$ cat src/include/bmx_pkg.sv
// Functional notes
// - Prefix FD E3 swaps index Y with stack
// - Swap: six cycles, 4,4,3,4,3,5, flags kept
// - ED A0 copies byte, pointers up, counter down
// - Single steps take 4,4,3,5 clock states
// - ED B0 repeats via program counter minus two
// - Repeats take interrupts, two refreshes per continuing iteration
// - Zero start count moves the full 64KB
// - Continuing repeat iteration: 4,4,3,5,5 states
// - ED A8 copies byte, all three pairs down
// - ED B8 repeats decrementing move until zero
// - ED A1 compares accumulator, pointer up, counter down
// - Compare leaves accumulator and memory unchanged
// - Compare sets S,Z,H,P/V,N and keeps carry
// - ED B1 repeats until zero count or match
// - Zero start count searches the full 64KB
`default_nettype none
package bmx_pkg;
	// Register byte offsets
	localparam logic [7:0] BMX_OFS_CTRL   = 8'h00;
	localparam logic [7:0] BMX_OFS_STATUS = 8'h04;
	localparam logic [7:0] BMX_OFS_SRC    = 8'h08;
	localparam logic [7:0] BMX_OFS_DST    = 8'h0C;
	localparam logic [7:0] BMX_OFS_CNT    = 8'h10;
	localparam logic [7:0] BMX_OFS_IDXY   = 8'h14;
	localparam logic [7:0] BMX_OFS_STACK  = 8'h18;
	localparam logic [7:0] BMX_OFS_ACCF   = 8'h1C;
	localparam logic [7:0] BMX_OFS_PC     = 8'h20;
	// Opcode bytes
	localparam logic [7:0] BMX_PFX_IY   = 8'hFD;
	localparam logic [7:0] BMX_PFX_ED   = 8'hED;
	localparam logic [7:0] BMX_OP_SWAP  = 8'hE3;
	localparam logic [7:0] BMX_OP_MVI   = 8'hA0;
	localparam logic [7:0] BMX_OP_MVD   = 8'hA8;
	localparam logic [7:0] BMX_OP_SCI   = 8'hA1;
	localparam logic [7:0] BMX_OP_MVIR  = 8'hB0;
	localparam logic [7:0] BMX_OP_MVDR  = 8'hB8;
	localparam logic [7:0] BMX_OP_SCIR  = 8'hB1;
	// Flag bit positions
	localparam int BMX_F_S  = 7;
	localparam int BMX_F_Z  = 6;
	localparam int BMX_F_H  = 4;
	localparam int BMX_F_PV = 2;
	localparam int BMX_F_N  = 1;
	localparam int BMX_F_C  = 0;
	// Status bit positions
	localparam int BMX_ST_BUSY = 0;
	localparam int BMX_ST_ERR  = 1;
	localparam int BMX_ST_IRQ  = 2;
	// Clock states per machine cycle, swap and block forms
	localparam logic [2:0] BMX_T_SWAP [6] = '{3'h4, 3'h4, 3'h3, 3'h4, 3'h3, 3'h5};
	localparam logic [2:0] BMX_T_BLK  [5] = '{3'h4, 3'h4, 3'h3, 3'h5, 3'h5};
	// Last machine cycle index
	localparam logic [2:0] BMX_MC_SWAP_LAST = 3'h5;
	localparam logic [2:0] BMX_MC_BLK_DONE  = 3'h3;
	localparam logic [2:0] BMX_MC_BLK_RPT   = 3'h4;
	// Program counter step back on repeat
	localparam logic [15:0] BMX_PC_BACK = 16'h0002;
	// Operation kinds
	typedef enum logic [1:0] {
		BMX_K_SWAP = 2'b00,
		BMX_K_MVI  = 2'b01,
		BMX_K_MVD  = 2'b10,
		BMX_K_SCI  = 2'b11
	} bmx_kind_t;
	// Sequencer states
	typedef enum logic [0:0] {
		BMX_S_IDLE = 1'b0,
		BMX_S_RUN  = 1'b1
	} bmx_state_t;
endpackage
`default_nettype wire

$ cat src/rtl/bmx_exec.sv
`default_nettype none
module bmx_exec
	import bmx_pkg::*;
#(
	parameter int ADDR_W = 8	// AXI address width
) (
	input  wire logic               aclk,
	input  wire logic               aresetn,
	input  wire logic [ADDR_W-1:0]  s_axi_awaddr,
	input  wire logic               s_axi_awvalid,
	output logic                    s_axi_awready,
	input  wire logic [31:0]        s_axi_wdata,
	input  wire logic [3:0]         s_axi_wstrb,
	input  wire logic               s_axi_wvalid,
	output logic                    s_axi_wready,
	output logic [1:0]              s_axi_bresp,
	output logic                    s_axi_bvalid,
	input  wire logic               s_axi_bready,
	input  wire logic [ADDR_W-1:0]  s_axi_araddr,
	input  wire logic               s_axi_arvalid,
	output logic                    s_axi_arready,
	output logic [31:0]             s_axi_rdata,
	output logic [1:0]              s_axi_rresp,
	output logic                    s_axi_rvalid,
	input  wire logic               s_axi_rready,
	output logic [15:0]             mem_addr,
	output logic [7:0]              mem_wdata,
	output logic                    mem_rd,
	output logic                    mem_wr,
	input  wire logic [7:0]         mem_rdata,
	output logic                    mem_rfsh,
	input  wire logic               irq_req,
	output logic                    irq_ack
);
	// Elaboration check on address width
	if (ADDR_W < 6) begin : g_chk
		$error("ADDR_W too small for register map");
	end

	bmx_state_t     state_reg;	// Sequencer state
	bmx_kind_t      kind_reg;	// Operation in flight
	logic           rpt_reg;	// Repeating form
	logic [2:0]     mc_reg;	// Machine cycle index
	logic [2:0]     t_reg;	// Clock state within cycle
	logic [15:0]    src_reg;	// Source pointer pair
	logic [15:0]    dst_reg;	// Target pointer pair
	logic [15:0]    cnt_reg;	// Byte counter pair
	logic [15:0]    iy_reg;	// Index register Y
	logic [15:0]    sp_reg;	// Stack pointer
	logic [15:0]    pc_reg;	// Program counter
	logic [7:0]     acc_reg;	// Accumulator
	logic [7:0]     flg_reg;	// Condition flags
	logic [7:0]     lo_reg;	// Fetched low byte / moved byte
	logic [7:0]     hi_reg;	// Fetched high byte
	logic [4:0]     tsum_reg;	// States of last iteration
	logic           err_reg;	// Unknown opcode flag
	logic           aw_reg;	// Write address held
	logic           w_reg;	// Write data held
	logic [ADDR_W-1:0] awa_reg;	// Held write address
	logic [31:0]    wd_reg;	// Held write data
	logic [3:0]     ws_reg;	// Held write strobes
	logic           bv_reg;	// Write response pending
	logic [1:0]     br_reg;	// Write response code
	logic           rv_reg;	// Read data pending
	logic [31:0]    rd_reg;	// Read data
	logic [1:0]     rr_reg;	// Read response code
	logic           ack_reg;	// Interrupt taken pulse

	// Sequencer decode
	wire busy      = (state_reg == BMX_S_RUN);
	wire is_swap   = (kind_reg == BMX_K_SWAP);
	wire is_cmp    = (kind_reg == BMX_K_SCI);
	wire [2:0] tlen = is_swap ? BMX_T_SWAP[mc_reg] : BMX_T_BLK[mc_reg];
	wire mc_end    = busy && (t_reg == tlen);
	wire blk       = busy && !is_swap;
	// Counter decrement; zero start wraps to FFFF so the full space runs
	wire [15:0] cnt_dec = cnt_reg - 16'h0001;
	wire cnt_nz    = (cnt_dec != 16'h0000);
	// Compare arithmetic, result is discarded
	wire [7:0] diff = acc_reg - lo_reg;
	wire cmp_eq    = (acc_reg == lo_reg);
	wire half_brw  = (acc_reg[3:0] < lo_reg[3:0]);
	// Repeat continues on nonzero count, compares also stop on match
	wire go_on     = rpt_reg && cnt_nz && !(is_cmp && cmp_eq);
	wire step_up   = (kind_reg != BMX_K_MVD);
	wire [15:0] src_nxt = step_up ? src_reg + 16'h0001 : src_reg - 16'h0001;
	wire [15:0] dst_nxt = step_up ? dst_reg + 16'h0001 : dst_reg - 16'h0001;
	wire last_mc   = is_swap ? (mc_reg == BMX_MC_SWAP_LAST)
		: (mc_reg == BMX_MC_BLK_RPT) || (mc_reg == BMX_MC_BLK_DONE && !go_on);
	// Flags for moves and compares
	wire [7:0] f_mv;
	wire [7:0] f_cp;
	// Moves keep S, Z, C and spare bits; H, N cleared; P/V only from the count
	assign f_mv = (flg_reg & ~((8'h01 << BMX_F_H) | (8'h01 << BMX_F_N) | (8'h01 << BMX_F_PV)))
		| ({7'h00, cnt_nz} << BMX_F_PV);
	assign f_cp = ({7'h00, diff[7]} << BMX_F_S) | ({7'h00, cmp_eq} << BMX_F_Z)
		| ({7'h00, half_brw} << BMX_F_H) | ({7'h00, cnt_nz} << BMX_F_PV)
		| (8'h01 << BMX_F_N) | (flg_reg & 8'h01 << BMX_F_C) | (flg_reg & 8'h28);

	// Memory port strobes
	wire rd_swp = is_swap && (mc_reg == 3'h2 || mc_reg == 3'h3);
	wire wr_swp = is_swap && (mc_reg == 3'h4 || mc_reg == 3'h5);
	assign mem_rd    = mc_end && (rd_swp || (!is_swap && mc_reg == 3'h2));
	assign mem_wr    = mc_end && (wr_swp || (!is_swap && !is_cmp && mc_reg == 3'h3));
	assign mem_addr  = is_swap ? ((mc_reg == 3'h3 || mc_reg == 3'h4) ? sp_reg + 16'h0001 : sp_reg)
		: (mc_reg == 3'h3 ? dst_reg : src_reg);
	assign mem_wdata = is_swap ? (mc_reg == 3'h4 ? iy_reg[15:8] : iy_reg[7:0]) : lo_reg;
	// Two refresh strobes in the extra repeat cycle
	assign mem_rfsh  = blk && (mc_reg == BMX_MC_BLK_RPT) && (t_reg == 3'h2 || t_reg == 3'h4);
	assign irq_ack   = ack_reg;

	// AXI decode
	wire aw_take = s_axi_awvalid && s_axi_awready;
	wire w_take  = s_axi_wvalid && s_axi_wready;
	wire aw_have = aw_reg || aw_take;
	wire w_have  = w_reg || w_take;
	wire do_wr   = aw_have && w_have && !bv_reg;
	wire [ADDR_W-1:0] wa = aw_reg ? awa_reg : s_axi_awaddr;
	wire [31:0] wd = w_reg ? wd_reg : s_axi_wdata;
	wire [3:0] ws = w_reg ? ws_reg : s_axi_wstrb;	// Strobes travel with their data
	wire [7:0] wa8 = 8'(wa);
	wire [7:0] ra8 = 8'(s_axi_araddr);
	wire wmap = (wa8 <= BMX_OFS_PC) && (wa8[1:0] == 2'b00) && (wa[ADDR_W-1:2] < 9);
	wire w_ok = do_wr && wmap && (wa8 != BMX_OFS_STATUS);
	wire sw   = w_ok && !busy;	// Writes while running are ignored
	wire [15:0] wd16 = {ws[1] ? wd[15:8] : 8'h00, ws[0] ? wd[7:0] : 8'h00};
	wire [7:0] pfx = wd[15:8];
	wire [7:0] opc = wd[7:0];
	wire dec_swp = (pfx == BMX_PFX_IY) && (opc == BMX_OP_SWAP);
	wire dec_ed  = (pfx == BMX_PFX_ED) && (opc == BMX_OP_MVI || opc == BMX_OP_MVD
		|| opc == BMX_OP_SCI || opc == BMX_OP_MVIR || opc == BMX_OP_MVDR || opc == BMX_OP_SCIR);
	wire start   = sw && (wa8 == BMX_OFS_CTRL) && (&ws[1:0]);
	wire dec_ok  = dec_swp || dec_ed;
	wire ar_take = s_axi_arvalid && s_axi_arready;
	assign s_axi_awready = !aw_reg && !bv_reg;
	assign s_axi_wready  = !w_reg && !bv_reg;
	assign s_axi_arready = !rv_reg;
	assign s_axi_bvalid  = bv_reg;
	assign s_axi_bresp   = br_reg;
	assign s_axi_rvalid  = rv_reg;
	assign s_axi_rdata   = rd_reg;
	assign s_axi_rresp   = rr_reg;
	// Read mux
	wire [31:0] status = {11'h000, tsum_reg, 13'h0000, ack_reg, err_reg, busy};
	logic [31:0] rmux;
	logic        rmiss;
	always_comb begin
		rmiss = 1'b0;
		case (ra8)
			BMX_OFS_CTRL:   rmux = {24'h000000, 5'h00, rpt_reg, kind_reg};
			BMX_OFS_STATUS: rmux = status;
			BMX_OFS_SRC:    rmux = {16'h0000, src_reg};
			BMX_OFS_DST:    rmux = {16'h0000, dst_reg};
			BMX_OFS_CNT:    rmux = {16'h0000, cnt_reg};
			BMX_OFS_IDXY:   rmux = {16'h0000, iy_reg};
			BMX_OFS_STACK:  rmux = {16'h0000, sp_reg};
			BMX_OFS_ACCF:   rmux = {16'h0000, acc_reg, flg_reg};
			BMX_OFS_PC:     rmux = {16'h0000, pc_reg};
			default: begin
				rmux  = 32'h00000000;
				rmiss = 1'b1;
			end
		endcase
		if (s_axi_araddr[ADDR_W-1:2] >= 9) begin
			rmux  = 32'h00000000;
			rmiss = 1'b1;
		end
	end

	// AXI channel holding and responses
	always_ff @(posedge aclk) begin
		if (!aresetn) begin
			aw_reg  <= 1'b0;
			w_reg   <= 1'b0;
			awa_reg <= '0;
			wd_reg  <= 32'h00000000;
			ws_reg  <= 4'h0;
			bv_reg  <= 1'b0;
			br_reg  <= 2'b00;
			rv_reg  <= 1'b0;
			rd_reg  <= 32'h00000000;
			rr_reg  <= 2'b00;
		end else begin
			if (aw_take) begin
				awa_reg <= s_axi_awaddr;
			end
			if (w_take) begin
				wd_reg <= s_axi_wdata;
				ws_reg <= s_axi_wstrb;
			end
			aw_reg <= do_wr ? 1'b0 : aw_have;
			w_reg  <= do_wr ? 1'b0 : w_have;
			if (do_wr) begin
				bv_reg <= 1'b1;
				br_reg <= wmap ? 2'b00 : 2'b10;	// SLVERR when unmapped
			end else if (s_axi_bready) begin
				bv_reg <= 1'b0;
			end
			if (ar_take) begin
				rv_reg <= 1'b1;
				rd_reg <= rmux;
				rr_reg <= rmiss ? 2'b10 : 2'b00;
			end else if (s_axi_rready) begin
				rv_reg <= 1'b0;
			end
		end
	end

	// Sequencer: clock states and machine cycles
	always_ff @(posedge aclk) begin
		if (!aresetn) begin
			state_reg <= BMX_S_IDLE;
			kind_reg  <= BMX_K_SWAP;
			rpt_reg   <= 1'b0;
			mc_reg    <= 3'h0;
			t_reg     <= 3'h1;
			tsum_reg  <= 5'h00;
			err_reg   <= 1'b0;
			ack_reg   <= 1'b0;
		end else begin
			ack_reg <= 1'b0;
			if (start) begin
				err_reg <= !dec_ok;
				if (dec_ok) begin
					state_reg <= BMX_S_RUN;
					kind_reg  <= dec_swp ? BMX_K_SWAP : opc[3] ? BMX_K_MVD
						: opc[0] ? BMX_K_SCI : BMX_K_MVI;
					rpt_reg   <= opc[4] && !dec_swp;
					mc_reg    <= 3'h0;
					t_reg     <= 3'h1;
					tsum_reg  <= 5'h01;
				end
			end else if (busy) begin
				tsum_reg <= (mc_end && last_mc) ? tsum_reg : tsum_reg + 5'h01;
				if (!mc_end) begin
					t_reg <= t_reg + 3'h1;
				end else if (!last_mc) begin
					t_reg  <= 3'h1;
					mc_reg <= mc_reg + 3'h1;
				end else if (blk && mc_reg == BMX_MC_BLK_RPT && !irq_req) begin
					t_reg    <= 3'h1;	// Re-execute from the opcode fetch
					mc_reg   <= 3'h0;
					tsum_reg <= 5'h01;
				end else begin
					state_reg <= BMX_S_IDLE;
					ack_reg   <= blk && (mc_reg == BMX_MC_BLK_RPT);
				end
			end
		end
	end

	// Data path: register file and memory transfers
	always_ff @(posedge aclk) begin
		if (!aresetn) begin
			src_reg <= 16'h0000;
			dst_reg <= 16'h0000;
			cnt_reg <= 16'h0000;
			iy_reg  <= 16'h0000;
			sp_reg  <= 16'h0000;
			pc_reg  <= 16'h0000;
			acc_reg <= 8'h00;
			flg_reg <= 8'h00;
			lo_reg  <= 8'h00;
			hi_reg  <= 8'h00;
		end else if (sw) begin
			case (wa8)
				BMX_OFS_SRC:   src_reg <= wd16;
				BMX_OFS_DST:   dst_reg <= wd16;
				BMX_OFS_CNT:   cnt_reg <= wd16;
				BMX_OFS_IDXY:  iy_reg  <= wd16;
				BMX_OFS_STACK: sp_reg  <= wd16;
				BMX_OFS_PC:    pc_reg  <= wd16;
				BMX_OFS_ACCF: begin
					acc_reg <= wd16[15:8];
					flg_reg <= wd16[7:0];
				end
				default: begin
				end
			endcase
		end else if (mc_end) begin
			// Opcode fetch cycles advance the program counter
			if (mc_reg == 3'h0 || mc_reg == 3'h1) begin
				pc_reg <= pc_reg + 16'h0001;
			end
			if (is_swap) begin
				case (mc_reg)
					3'h2: lo_reg <= mem_rdata;
					3'h3: hi_reg <= mem_rdata;
					3'h5: iy_reg <= {hi_reg, lo_reg};
					default: begin
					end
				endcase
			end else if (mc_reg == 3'h2) begin
				lo_reg <= mem_rdata;
			end else if (mc_reg == 3'h3) begin
				src_reg <= src_nxt;
				dst_reg <= is_cmp ? dst_reg : dst_nxt;
				cnt_reg <= cnt_dec;
				flg_reg <= is_cmp ? f_cp : f_mv;
				if (go_on) begin
					pc_reg <= pc_reg - BMX_PC_BACK;
				end
			end
		end
	end
endmodule
`default_nettype wire
$ cat config.mk
export PLATFORM = sky130hd
export DESIGN_NAME = bmx_exec
export DESIGN_NICKNAME = d
export VERILOG_FILES = /design/src/include/bmx_pkg.sv /design/src/rtl/bmx_exec.sv
export SDC_FILE = /design/constraint.sdc
export NUM_CORES = 1
export LEC_CHECK = 0
export BUFFER_PORTS_ARGS = -buffer_cell sky130_fd_sc_hd__buf_2
export CELL_PAD_IN_SITES_DETAIL_PLACEMENT = 0
export CELL_PAD_IN_SITES_GLOBAL_PLACEMENT = 1
export CORE_MARGIN = 5
export CORE_UTILIZATION = 44
export CTS_CLUSTER_SIZE = 30
export DETAILED_ROUTE_END_ITERATION = 8
export PLACE_DENSITY_LB_ADDON = 0.1
export SETUP_SLACK_MARGIN = 0.5
export SYNTH_ARGS = -nofsm -noshare
export SYNTH_HDL_FRONTEND = slang
export SYNTH_SLANG_ARGS = --single-unit
$ cat constraint.sdc
create_clock -name aclk -period 3.99 [get_ports aclk]
set_input_delay 0.399 -clock aclk [delete_from_list [all_inputs] [get_ports aclk]]
set_output_delay 0.399 -clock aclk [all_outputs]
set_load 0.02 [all_outputs]
==> metrics, run 1 <==
PortBufs 105; Max Cap Viol 0; Int Power approximately 0.003 W; Avg WL per Cell between 20 and 25 µm; CTS tree yes; via/cell ratio around 6.2; synthesized cell area roughly 13000 µm²; setup TNS 0 ns; Pwr Total ~0.0043 W; DRT Pass-1 Iters 7; final setup margin between 0.6 and 0.7 ns; Worst Tran Pin Value around 1.2 ns; worst skew pair latency about 0.45 ns; sequential area share after synthesis 30.62%; max-slew violations 0; initial core utilization 44.86%; final setup vio count 0; max reg flops 21; RSZ-0062 raised after global routing yes; CP max stage delay about 0.46 ns; clock power share 42.8%; switching power total ~0.0013 W; Register-to-Register Path Depth 12; Cells after DPL between 2000 and 2500; Crit Path Max Fanout 14; crit path time final 3.377 ns; hold crit path type primary input to register; sequential power share ~48%; number of synthesized flops with an enable pin 0; Worst setup SP type register; WS Path Type register to register; status complete, no violations; hold endpoint s_axi_rvalid$_SDFFE_PN0P_; synth unique cells 86; Layout Nets about 1900; total track usage about 29%; Top FF cell, synth dfxtp_1; Detail Route Antenna Nets 0; Yosys top cell area share a little under a third; crit path cell chain inv_1 -> ha_2 -> buf_4 -> ha_1 -> a2111oi_0 -> o21ai_0 -> a311o_1 -> o211ai_1 -> o22ai_1 -> o41ai_2 -> xnor2_1 -> a211oi_1; Final Non-Filler Cells roughly 2200; VDD IR-drop max roughly 0.28 mV; dpl ws ~0.32 ns; Site Rows 62; power share of the combinational group under 10%; die area between 30000 and 40000 µm²; Die Y approximately 180 µm; Yosys top cell by area dfxtp_1; Finished Cell Area roughly 15000 µm²; worst hold start s_axi_rready; reg-to-reg endpoint dst_reg[15]$_SDFFE_PN0P_; Tcrit/Tclk final between 80% and 90%; Area contributors post-synth dfxtp_1, mux2i_1, nand2_1; CTS clock-pin slew for the worst setup and hold paths 0.09 ns; first-pass GRT wire length roughly 74000 µm; fmax between 200 and 300 MHz; slew margin rel. 22.51%; Layout Skew 0.01838 ns; largest net degree at the start of global routing 109; async set-or-reset flop fraction in the synthesized netlist 0%; LEAKAGE 5.643 nW; # IOs 137; GP Congestion ~0.94; DP Wirelength 35770 µm; Clock Sink Count a little under 200; hold_buf cts 0; most frequent cells in the layout nand2_1, nor2_1, dfxtp_1; clk root buf clkbuf_16; most common cell after layout, fill and taps aside nand2_1; Die X about 180 µm; Cells after Synth between 1500 and 2000; GRT overflow 0; Reg2Reg Setup Slack slightly above 0.6 ns; initial DRC count around 1500; critical path required time between 4 and 5 ns; worst hold stages 2; CTS buffer count 17; Critical-path top delay cell dfxtp_1; initial antenna violation count 1; core region area approximately 29000 µm²; Sw Share about 30%; final WL about 49000 µm; area delta synth->final 13.79%; # DRC 0; Hold Fails Final Rpt 0; placed cell areas between 10000 and 15000 µm²; clk buf depth 2; share of layout cells above drive strength 1 approximately 15%; post-synthesis register bit count just under 200; H-tree depth 4; worst r2r src kind_reg[0]$_SDFFE_PN0P_; Crit. End Element register; Synth Area per Inst between 7 and 8 µm²; Power Density roughly 300 nW/µm²; via count between 10000 and 15000; diode count 0; Critical Path AT between 3 and 4 ns; vias in the first global route 12217; yosys warns 0
## cell families (layout without fill, tap and decap cells)
family	count (synthesis)	count (layout)	share of synthesized area, %
flops	198	198	30.62
compound gates	483	483	24.74
simple gates	645	645	23.19
xor+xnor	41	41	2.832
buf+inv	179	257	5.779
fa+ha+maj	56	56	5.528
mux	93	93	7.287
other cells	1	13	0.02897
## worst max path at each step
stage | endpoint | slack (ns) | startpoint
final | dst_reg[15]$_SDFFE_PN0P_ | 0.61 | kind_reg[0]$_SDFFE_PN0P_
after CTS | dst_reg[15]$_SDFFE_PN0P_ | 0.48 | kind_reg[0]$_SDFFE_PN0P_
after global routing | dst_reg[15]$_SDFFE_PN0P_ | 0.39 | kind_reg[0]$_SDFFE_PN0P_
after global placement | dst_reg[15]$_SDFFE_PN0P_ | 0.27 | kind_reg[0]$_SDFFE_PN0P_
after floorplan | dst_reg[15]$_SDFFE_PN0P_ | 0.63 | kind_reg[0]$_SDFFE_PN0P_
after detailed placement | dst_reg[15]$_SDFFE_PN0P_ | 0.32 | kind_reg[0]$_SDFFE_PN0P_
## cell usage after synthesis (all sizes together), types with 28 or more instances
| master | instances |
|---|---|
| dfxtp | 198 |
| xnor2 | 28 |
| a22oi | 34 |
| clkbuf | 92 |
| o21ai | 99 |
| nor3 | 42 |
| nor2 | 197 |
| nand3 | 50 |
| inv | 49 |
| buf | 37 |
| ha | 54 |
| a211oi | 29 |
| nand2 | 214 |
| a31oi | 43 |
| a21oi | 117 |
| mux2i | 86 |
## per-layer routing
layer,GRT usage [%],share of wire [%],wire (µm)
met1,39.15,43,21210
met2,44.33,44,21540
met3,4.462,8.1,3988
met4,12.67,5.0,2479
met5,0,0,0
## critical path: cells and delay by family (launching register included)
| family | cells | cell delay (ns) |
|---|---|---|
| AOI/OAI and AO/OA | 7 | 1.82 |
| adders and majority gates | 2 | 0.51 |
| DFF | 1 | 0.46 |
| buffers and inverters | 2 | 0.34 |
| xor gates and xnor gates | 1 | 0.15 |
## final cells by class
cell class / count / area (µm²)
multi-input combinational: 1331 / 8401
timing repair buffer: 175 / 1076
inverter: 50 / 190.2
fill: 2934 / 14130
sequential: 198 / 3970
clock inverter: 15 / 188.9
clock buffer: 17 / 425.4
tap: 384 / 480.5
## through the flow
stage / utilization, % / hold slack (ns)
after floorplan: - / 0.4312
after global placement: 48.40 / 0.4431
after detailed placement: 48.40 / 0.4423
after CTS: 50.61 / 0.1120
after global routing: 51.05 / 0.1284
final: 51.05 / 0.1251
## power by group through the flow
stage / Combinational (W) / Clock (W) / Sequential, W
finish: 0.000406 / 0.00184 / 0.00206
global route: 0.000445 / 0.00194 / 0.00206
CTS: 0.000404 / 0.00187 / 0.00206
detailed placement: 0.000403 / 0 / 0.00210
global placement: 0.000400 / 0 / 0.00210
floorplan: 0.000274 / 0 / 0.00208
## repair_timing
action | in CTS | in global routing
resized for setup | 6 | 17
pin swaps | 0 | 3
setup buffers | 0 | 9
setup endpoints to repair | 20 | 47
hold endpoints to repair | 0 | 0
Note: power is estimated with default switching activity, not from simulation.
==> inputs of run 2 (changes only) <==
--- a/config.mk
+++ b/config.mk
@@ -5,11 +5,12 @@
 export SDC_FILE = /design/constraint.sdc
 export NUM_CORES = 1
 export LEC_CHECK = 0
+export ABC_AREA = 1
 export BUFFER_PORTS_ARGS = -buffer_cell sky130_fd_sc_hd__buf_2
 export CELL_PAD_IN_SITES_DETAIL_PLACEMENT = 0
 export CELL_PAD_IN_SITES_GLOBAL_PLACEMENT = 1
 export CORE_MARGIN = 5
-export CORE_UTILIZATION = 44
+export CORE_UTILIZATION = 38
 export CTS_CLUSTER_SIZE = 30
 export DETAILED_ROUTE_END_ITERATION = 8
 export PLACE_DENSITY_LB_ADDON = 0.1
==> constraint.sdc (replaced) <==
create_clock -name aclk -period 3.1 [get_ports aclk]
set_input_delay 0.31 -clock aclk [delete_from_list [all_inputs] [get_ports aclk]]
set_output_delay 0.31 -clock aclk [all_outputs]
set_load 0.02 [all_outputs]
==> metrics, run 2 <==
clk buf depth 2; Reg2Reg Setup Slack between 0.4 and 0.5 ns; Layout Nets between 2000 and 2500; Die X just under 200 µm; mux share of post-synthesis cell area less than 1%; # DRC 0; yosys warns 0; post-synthesis register bit count roughly 200; H-tree depth 4; Yosys top cell area share roughly 30%; gr busiest metal met2; M3 GR Usage around 4.6%; via count 14445; sequential area share after synthesis between 30% and 40%; # IOs roughly 140; Layout Skew between 0.015 and 0.02 ns; critical path required time 2.79 ns; Pwr Total between 0.006 and 0.007 W; multi-input logic area between 8000 and 9000 µm²; synthesized cell area between 10000 and 15000 µm²; clock power share about two fifths; Crit Path Max Fanout 5; hold_buf cts 0; synth unique cells 49; GP Congestion approximately 0.96; LEAKAGE between 7 and 8 nW; Simple-Gate Fraction of Synth Area 21.68%; Yosys top cell by area dfxtp_1; CTS tree yes; Synth Area in XOR/XNOR under 10%; PortBufs roughly 110; main combinational cell family by area after synthesis compound AO/OA/AOI/OAI gates; crit path time final 3.083 ns; status complete, no violations; GRT overflow 0; worst hold stages 4; core region area roughly 33000 µm²; max reg flops 21; final WL ~55000 µm; Tcrit/Tclk final 99.46%; switching power total 0.001909 W; Cells after Synth 1962; max-slew violations 0; met1 GRT Util ~36%; Synth Area per Inst 6.542 µm²; CTS clock-pin slew for the worst setup and hold paths about 0.080 ns; slew margin rel. 39.50%; Int Power 0.004227 W; final setup vio count 0; number of synthesized flops with an enable pin 0; Power Density between 300 and 400 nW/µm²; total track usage roughly 28%; CP max stage delay approximately 0.37 ns; Hold Fails Final Rpt 0; Site Rows between 60 and 70; WS Path Type register to output port; most frequent cell after synthesis nand2_1; area delta synth->final 29.65%; Finished Cell Area roughly 17000 µm²; fmax around 320 MHz; Sw Share roughly 31%; largest net degree at the start of global routing ~160; power share of the combinational group about 17%; most frequent cells in the layout nand2_1, o21ai_0, a21oi_1; share of layout cells above drive strength 1 between 20% and 30%; post-synthesis adder-cell area fraction between 5 and 6%; Max Cap Viol 0; reg-to-reg endpoint t_reg[2]$_SDFFE_PN0P_; met2 Use GR 45.41%; CTS buffer count 17; hold endpoint s_axi_bvalid$_SDFFE_PN0P_; Worst setup SP type register; Synth Area in Compound Gates between 20% and 30%; worst hold start s_axi_bready; clk root buf clkbuf_16; initial antenna violation count 2; Die Y ~190 µm; vias in the first global route 13429; Register-to-Register Path Depth 20; worst r2r src mc_reg[1]$_SDFFE_PN0P_; Detail Route Antenna Nets 0; Worst Tran Pin Value slightly above 0.9 ns; Critical Path AT about 2.8 ns; first-pass GRT wire length around 81000 µm; die area ~38000 µm²; async set-or-reset flop fraction in the synthesized netlist 0%; hold crit path type primary input to register; placed cell areas ~14000 µm²; CP dominant cell by count buf_6; via/cell ratio 5.484; initial DRC count 1115; VDD IR-drop max ~0.42 mV; Clock Sink Count about 200; Top FF cell, synth dfxtp_1; Crit. End Element output port; sequential power share a little over two fifths; Fill cells between 3000 and 4000; crit path cell chain ha_4 -> ha_4 -> nor2_4 -> inv_2 -> buf_4 -> buf_6 -> buf_6 -> buf_6 -> buf_6 -> buf_6 -> buf_6 -> o21ai_2 -> a21oi_2 -> a21oi_2 -> buf_4; initial core utilization 38.37%; DRT Pass-1 Iters 5; worst skew pair latency between 0.4 and 0.5 ns; Synth top cells by count nand2_1, o21ai_0, a21oi_1, inv_1, nor2_1; Seq. cell area roughly 4000 µm²; DP Wirelength just over 40000 µm; Critical-path top delay cell dfxtp_4; Area contributors post-synth dfxtp_1, o21ai_0, a21oi_1; most common cell after layout, fill and taps aside nand2_1; RSZ-0062 raised after global routing yes; Avg WL per Cell ~21 µm; diode count 0
-- run 2: cell types whose count changed after synthesis, moves of 29 or more --
cell,delta
nand2_1,+77
a21oi_1,+113
nand3_1,+29
mux2i_1,-85
a22oi_1,-34
xor2_1,+30
clkbuf_1,-40
inv_1,+180
o21ai_0,+189
-- run 2: final cells by class --
class	count	area share [%]
clock buffers	19	2.722
repair inverters	4	0.1805
multi-input cells	1432	49.86
clock inverters	13	1.105
well taps	448	3.369
repair buffers	274	12.94
inverters	246	5.888
flip-flops and latches	198	23.93
-- run 2: logic make-up (layout without fill, tap and decap cells) --
group,count (synthesis),after routing
AOI/OAI and AO/OA,651,651
xor gates and xnor gates,52,52
adders and majority gates,56,56
buffers and inverters,344,556
DFF,198,198
muxes,1,1
other,1,13
and+or+nand+nor,659,659
-- run 2: metrics by stage --
stage | setup slack [ns] | TNS, ns | hold slack [ns] | cells | util, %
floorplan | 0.4847 | 0 | 0.4245 | 1974 | -
global placement | 0.1625 | 0 | 0.4380 | 2502 | 42.11
detailed placement | 0.1247 | 0 | 0.4404 | 2502 | 42.11
CTS | 0.01829 | 0 | 0.07268 | 2597 | 46.81
global route | -0.06848 | -0.3404 | 0.1032 | 2634 | 49.75
finish | 0.01663 | 0 | 0.09094 | 2634 | 49.75
-- run 2: per-layer routing --
metal / vias to the layer above / wire length, µm
met3: 108 / 3299
met5: - / 0
met2: 480 / 25740
li1: 7020 / -
met4: 0 / 2843
met1: 6837 / 23510
-- run 2: how the worst max path moves through the flow --
| stage | slack [ns] | startpoint | endpoint | cells past startpoint |
|---|---|---|---|---|
| 6_report | 0.02 | mc_reg[0]$_SDFFE_PN0P_ | mem_addr[1] | 15 |
| 5_1_grt | -0.07 | mc_reg[2]$_SDFFE_PN0P_ | mem_addr[7] | 17 |
| 4_1_cts | 0.02 | mc_reg[1]$_SDFFE_PN0P_ | mem_addr[15] | 19 |
| 3_5_place_dp | 0.12 | aw_reg$_SDFF_PP0_ | dst_reg[7]$_SDFFE_PN0P_ | 17 |
| 3_3_place_gp | 0.16 | aw_reg$_SDFF_PP0_ | dst_reg[15]$_SDFFE_PN0P_ | 17 |
| 2_1_floorplan | 0.48 | kind_reg[0]$_SDFFE_PN0P_ | dst_reg[12]$_SDFFE_PN0P_ | 15 |
-- run 2: worst max-delay path: cells and delay by family (launching register included) --
family	cells	cell delay [ns]
buf+inv	9	1.00
compound gates	3	0.38
flops	1	0.37
fa+ha+maj	2	0.32
simple gates	1	0.21
-- run 2: timing repair --
action | 4_1_cts | 5_1_grt
pin swaps | 26 | 29
buffers inserted | 60 | 36
endpoints found under the setup margin | 154 | 160
cloned | 3 | 1
resized for setup | 140 | 202
-- run 2: power groups by stage --
stage / Combinational [W] / Sequential [W] / Clock, W
after global placement: 0.000848 / 0.00272 / 0
after global routing: 0.00111 / 0.00267 / 0.00258
final: 0.00102 / 0.00266 / 0.00246
after floorplan: 0.000571 / 0.00271 / 0
after CTS: 0.000899 / 0.00266 / 0.00250
after detailed placement: 0.000857 / 0.00272 / 0
==> inputs of run 3 (changes only) <==
--- a/config.mk
+++ b/config.mk
@@ -14,7 +14,7 @@
 export CTS_CLUSTER_SIZE = 30
 export DETAILED_ROUTE_END_ITERATION = 8
 export PLACE_DENSITY_LB_ADDON = 0.1
-export SETUP_SLACK_MARGIN = 0.5
+export SETUP_SLACK_MARGIN = 0.3
 export SYNTH_ARGS = -nofsm -noshare
 export SYNTH_HDL_FRONTEND = slang
 export SYNTH_SLANG_ARGS = --single-unit
==> metrics, run 3 (synthesis results as in run 2) <==
area delta synth->final 23.45%; worst hold start s_axi_bready; setup TNS 0 ns; slew margin rel. a little over a quarter; Avg WL per Cell around 21 µm; H-tree depth 4; # DRC 0; Die X a little under 200 µm; initial antenna violation count 0; Site Rows 67; max-slew violations 0; worst skew pair latency between 0.4 and 0.5 ns; via count 14353; clk root buf clkbuf_16; Detail Route Antenna Nets 0; CTS clock-pin slew for the worst setup and hold paths 0.07 ns; dpl ws between 0.1 and 0.15 ns; most frequent cells in the layout nand2_1, o21ai_0, a21oi_1; clk buf depth 2; Crit. End Element output port; GRT overflow 0; hold crit path type primary input to register; Critical Path AT around 2.6 ns; CTS tree yes; Die Y approximately 190 µm; core region area 33450 µm²; CTS buffer count 17; via/cell ratio roughly 5.5; placed cell areas roughly 14000 µm²; most common cell after layout, fill and taps aside nand2_1; RSZ-0062 raised after global routing yes; # IOs 137; hold_buf cts 0; crit path time final around 2.9 ns; total track usage between 20% and 30%; critical path required time 2.79 ns; Worst Tran Pin Value 1.095 ns; final WL approximately 55000 µm; Max Cap Viol 0; WS Path Type register to output port; Worst setup SP type register; Layout Skew between 0.01 and 0.015 ns; status complete, no violations; final setup margin 0.1908 ns; DP Wirelength between 40000 and 50000 µm; largest net degree at the start of global routing ~110; LEAKAGE roughly 6.7 nW; fmax 343.7 MHz; Final Non-Filler Cells approximately 2600; Hold Fails Final Rpt 0; DRT Pass-1 Iters 6; Cells after DPL 2503; diode count 0; share of layout cells above drive strength 1 between 10% and 20%; CP Launch Point mc_reg[1]$_SDFFE_PN0P_; first-pass GRT wire length about 80000 µm; Clock Sink Count about 200; Crit Path Max Fanout 3; initial DRC count 1374; die area approximately 38000 µm²; VDD IR-drop max 0.4090 mV; final setup vio count 0; Power Density between 300 and 400 nW/µm²; max reg flops 21; initial core utilization 38.37%; vias in the first global route between 10000 and 15000; GP Congestion between 1 and 1.5; Layout Nets 2253; Fill cells ~3500; PortBufs approximately 110; Tcrit/Tclk final a little over nine tenths; worst r2r src mc_reg[0]$_SDFFE_PN0P_; Finished Cell Area approximately 16000 µm²
run 3: cell types whose count changed in the layout (fill, tap and decap cells not counted), moves of 6 or more:
cell | before | now
buf_2 | 83 | 96
nand3_1 | 69 | 76
nor2_1 | 182 | 192
o21ai_1 | 48 | 31
a21oi_2 | 12 | 4
a21oi_1 | 218 | 226
o21ai_0 | 242 | 263
buf_6 | 43 | 17
nor2_4 | 17 | 11
buf_4 | 135 | 104
run 3: metal layers:
layer  GRT usage, %  share of wire (%)  wire length, µm  up-vias
met5              0                  0                0        -
met4          11.83                4.8             2636        0
met3          4.170                7.2             3933      122
met2          43.75                 45            24500      565
met1          36.34                 43            23440     6742
li1               -                  -                -     6924
run 3: through the flow:
stage	hold slack [ns]	total power (W)	util, %
floorplan	0.4245	0.003282	-
global placement	0.4378	0.003560	42.19
detailed placement	0.4443	0.003572	42.19
CTS	0.09335	0.005877	45.04
global route	0.1195	0.006112	47.37
finish	0.1008	0.005888	47.37
run 3: worst max-delay path, stage by stage (launching register included):
cell     delay (ns)
dfxtp_4        0.37
inv_4          0.06
ha_4           0.14
nand2_4        0.05
inv_4          0.06
nor2_4         0.05
inv_2          0.07
nand2_2        0.06
nor2_4         0.10
nand2_2        0.08
nor2_4         0.11
nand2_2        0.08
nor2_4         0.10
nand2_2        0.09
nor3_4         0.14
buf_4          0.14
buf_6          0.08
nand2_2        0.03
nand2_1        0.05
o21ai_1        0.07
buf_4          0.17
run 3: repair_timing:
action                     4_1_cts  5_1_grt
buffers inserted                16       28
setup endpoints to repair      106      117
pin swaps                       11       26
gates resized for setup         62      140
gates cloned                     3        8
run 3: final timing paths:
check                               to  slack (ns)  cells past startpoint
min          s_axi_bvalid$_SDFFE_PN0P_        0.10                      4
max reg2reg    dst_reg[5]$_SDFFE_PN0P_        0.43                     17
max                       mem_addr[13]        0.19                     20
min reg2reg     hi_reg[6]$_SDFFE_PN0P_        0.45                      2
run 3: cell type report:
type | instances | area [µm²] | area share [%]
multi-input cells | 1433 | 8039 | 50.73
well taps | 448 | 560.5 | 3.538
repair inverters | 5 | 31.28 | 0.1974
clock buffers | 19 | 432.9 | 2.732
inverters | 246 | 963.4 | 6.080
repair buffers | 228 | 1695 | 10.70
flip-flops and latches | 198 | 3979 | 25.11
clock inverters | 12 | 143.9 | 0.9081
run 3: where the power goes:
group | total [W] | internal [W] | switching, W
logic | 0.000893 | 0.000270 | 0.000622
clock network | 0.00234 | 0.00121 | 0.00113
registers | 0.00266 | 0.00261 | 0.0000424
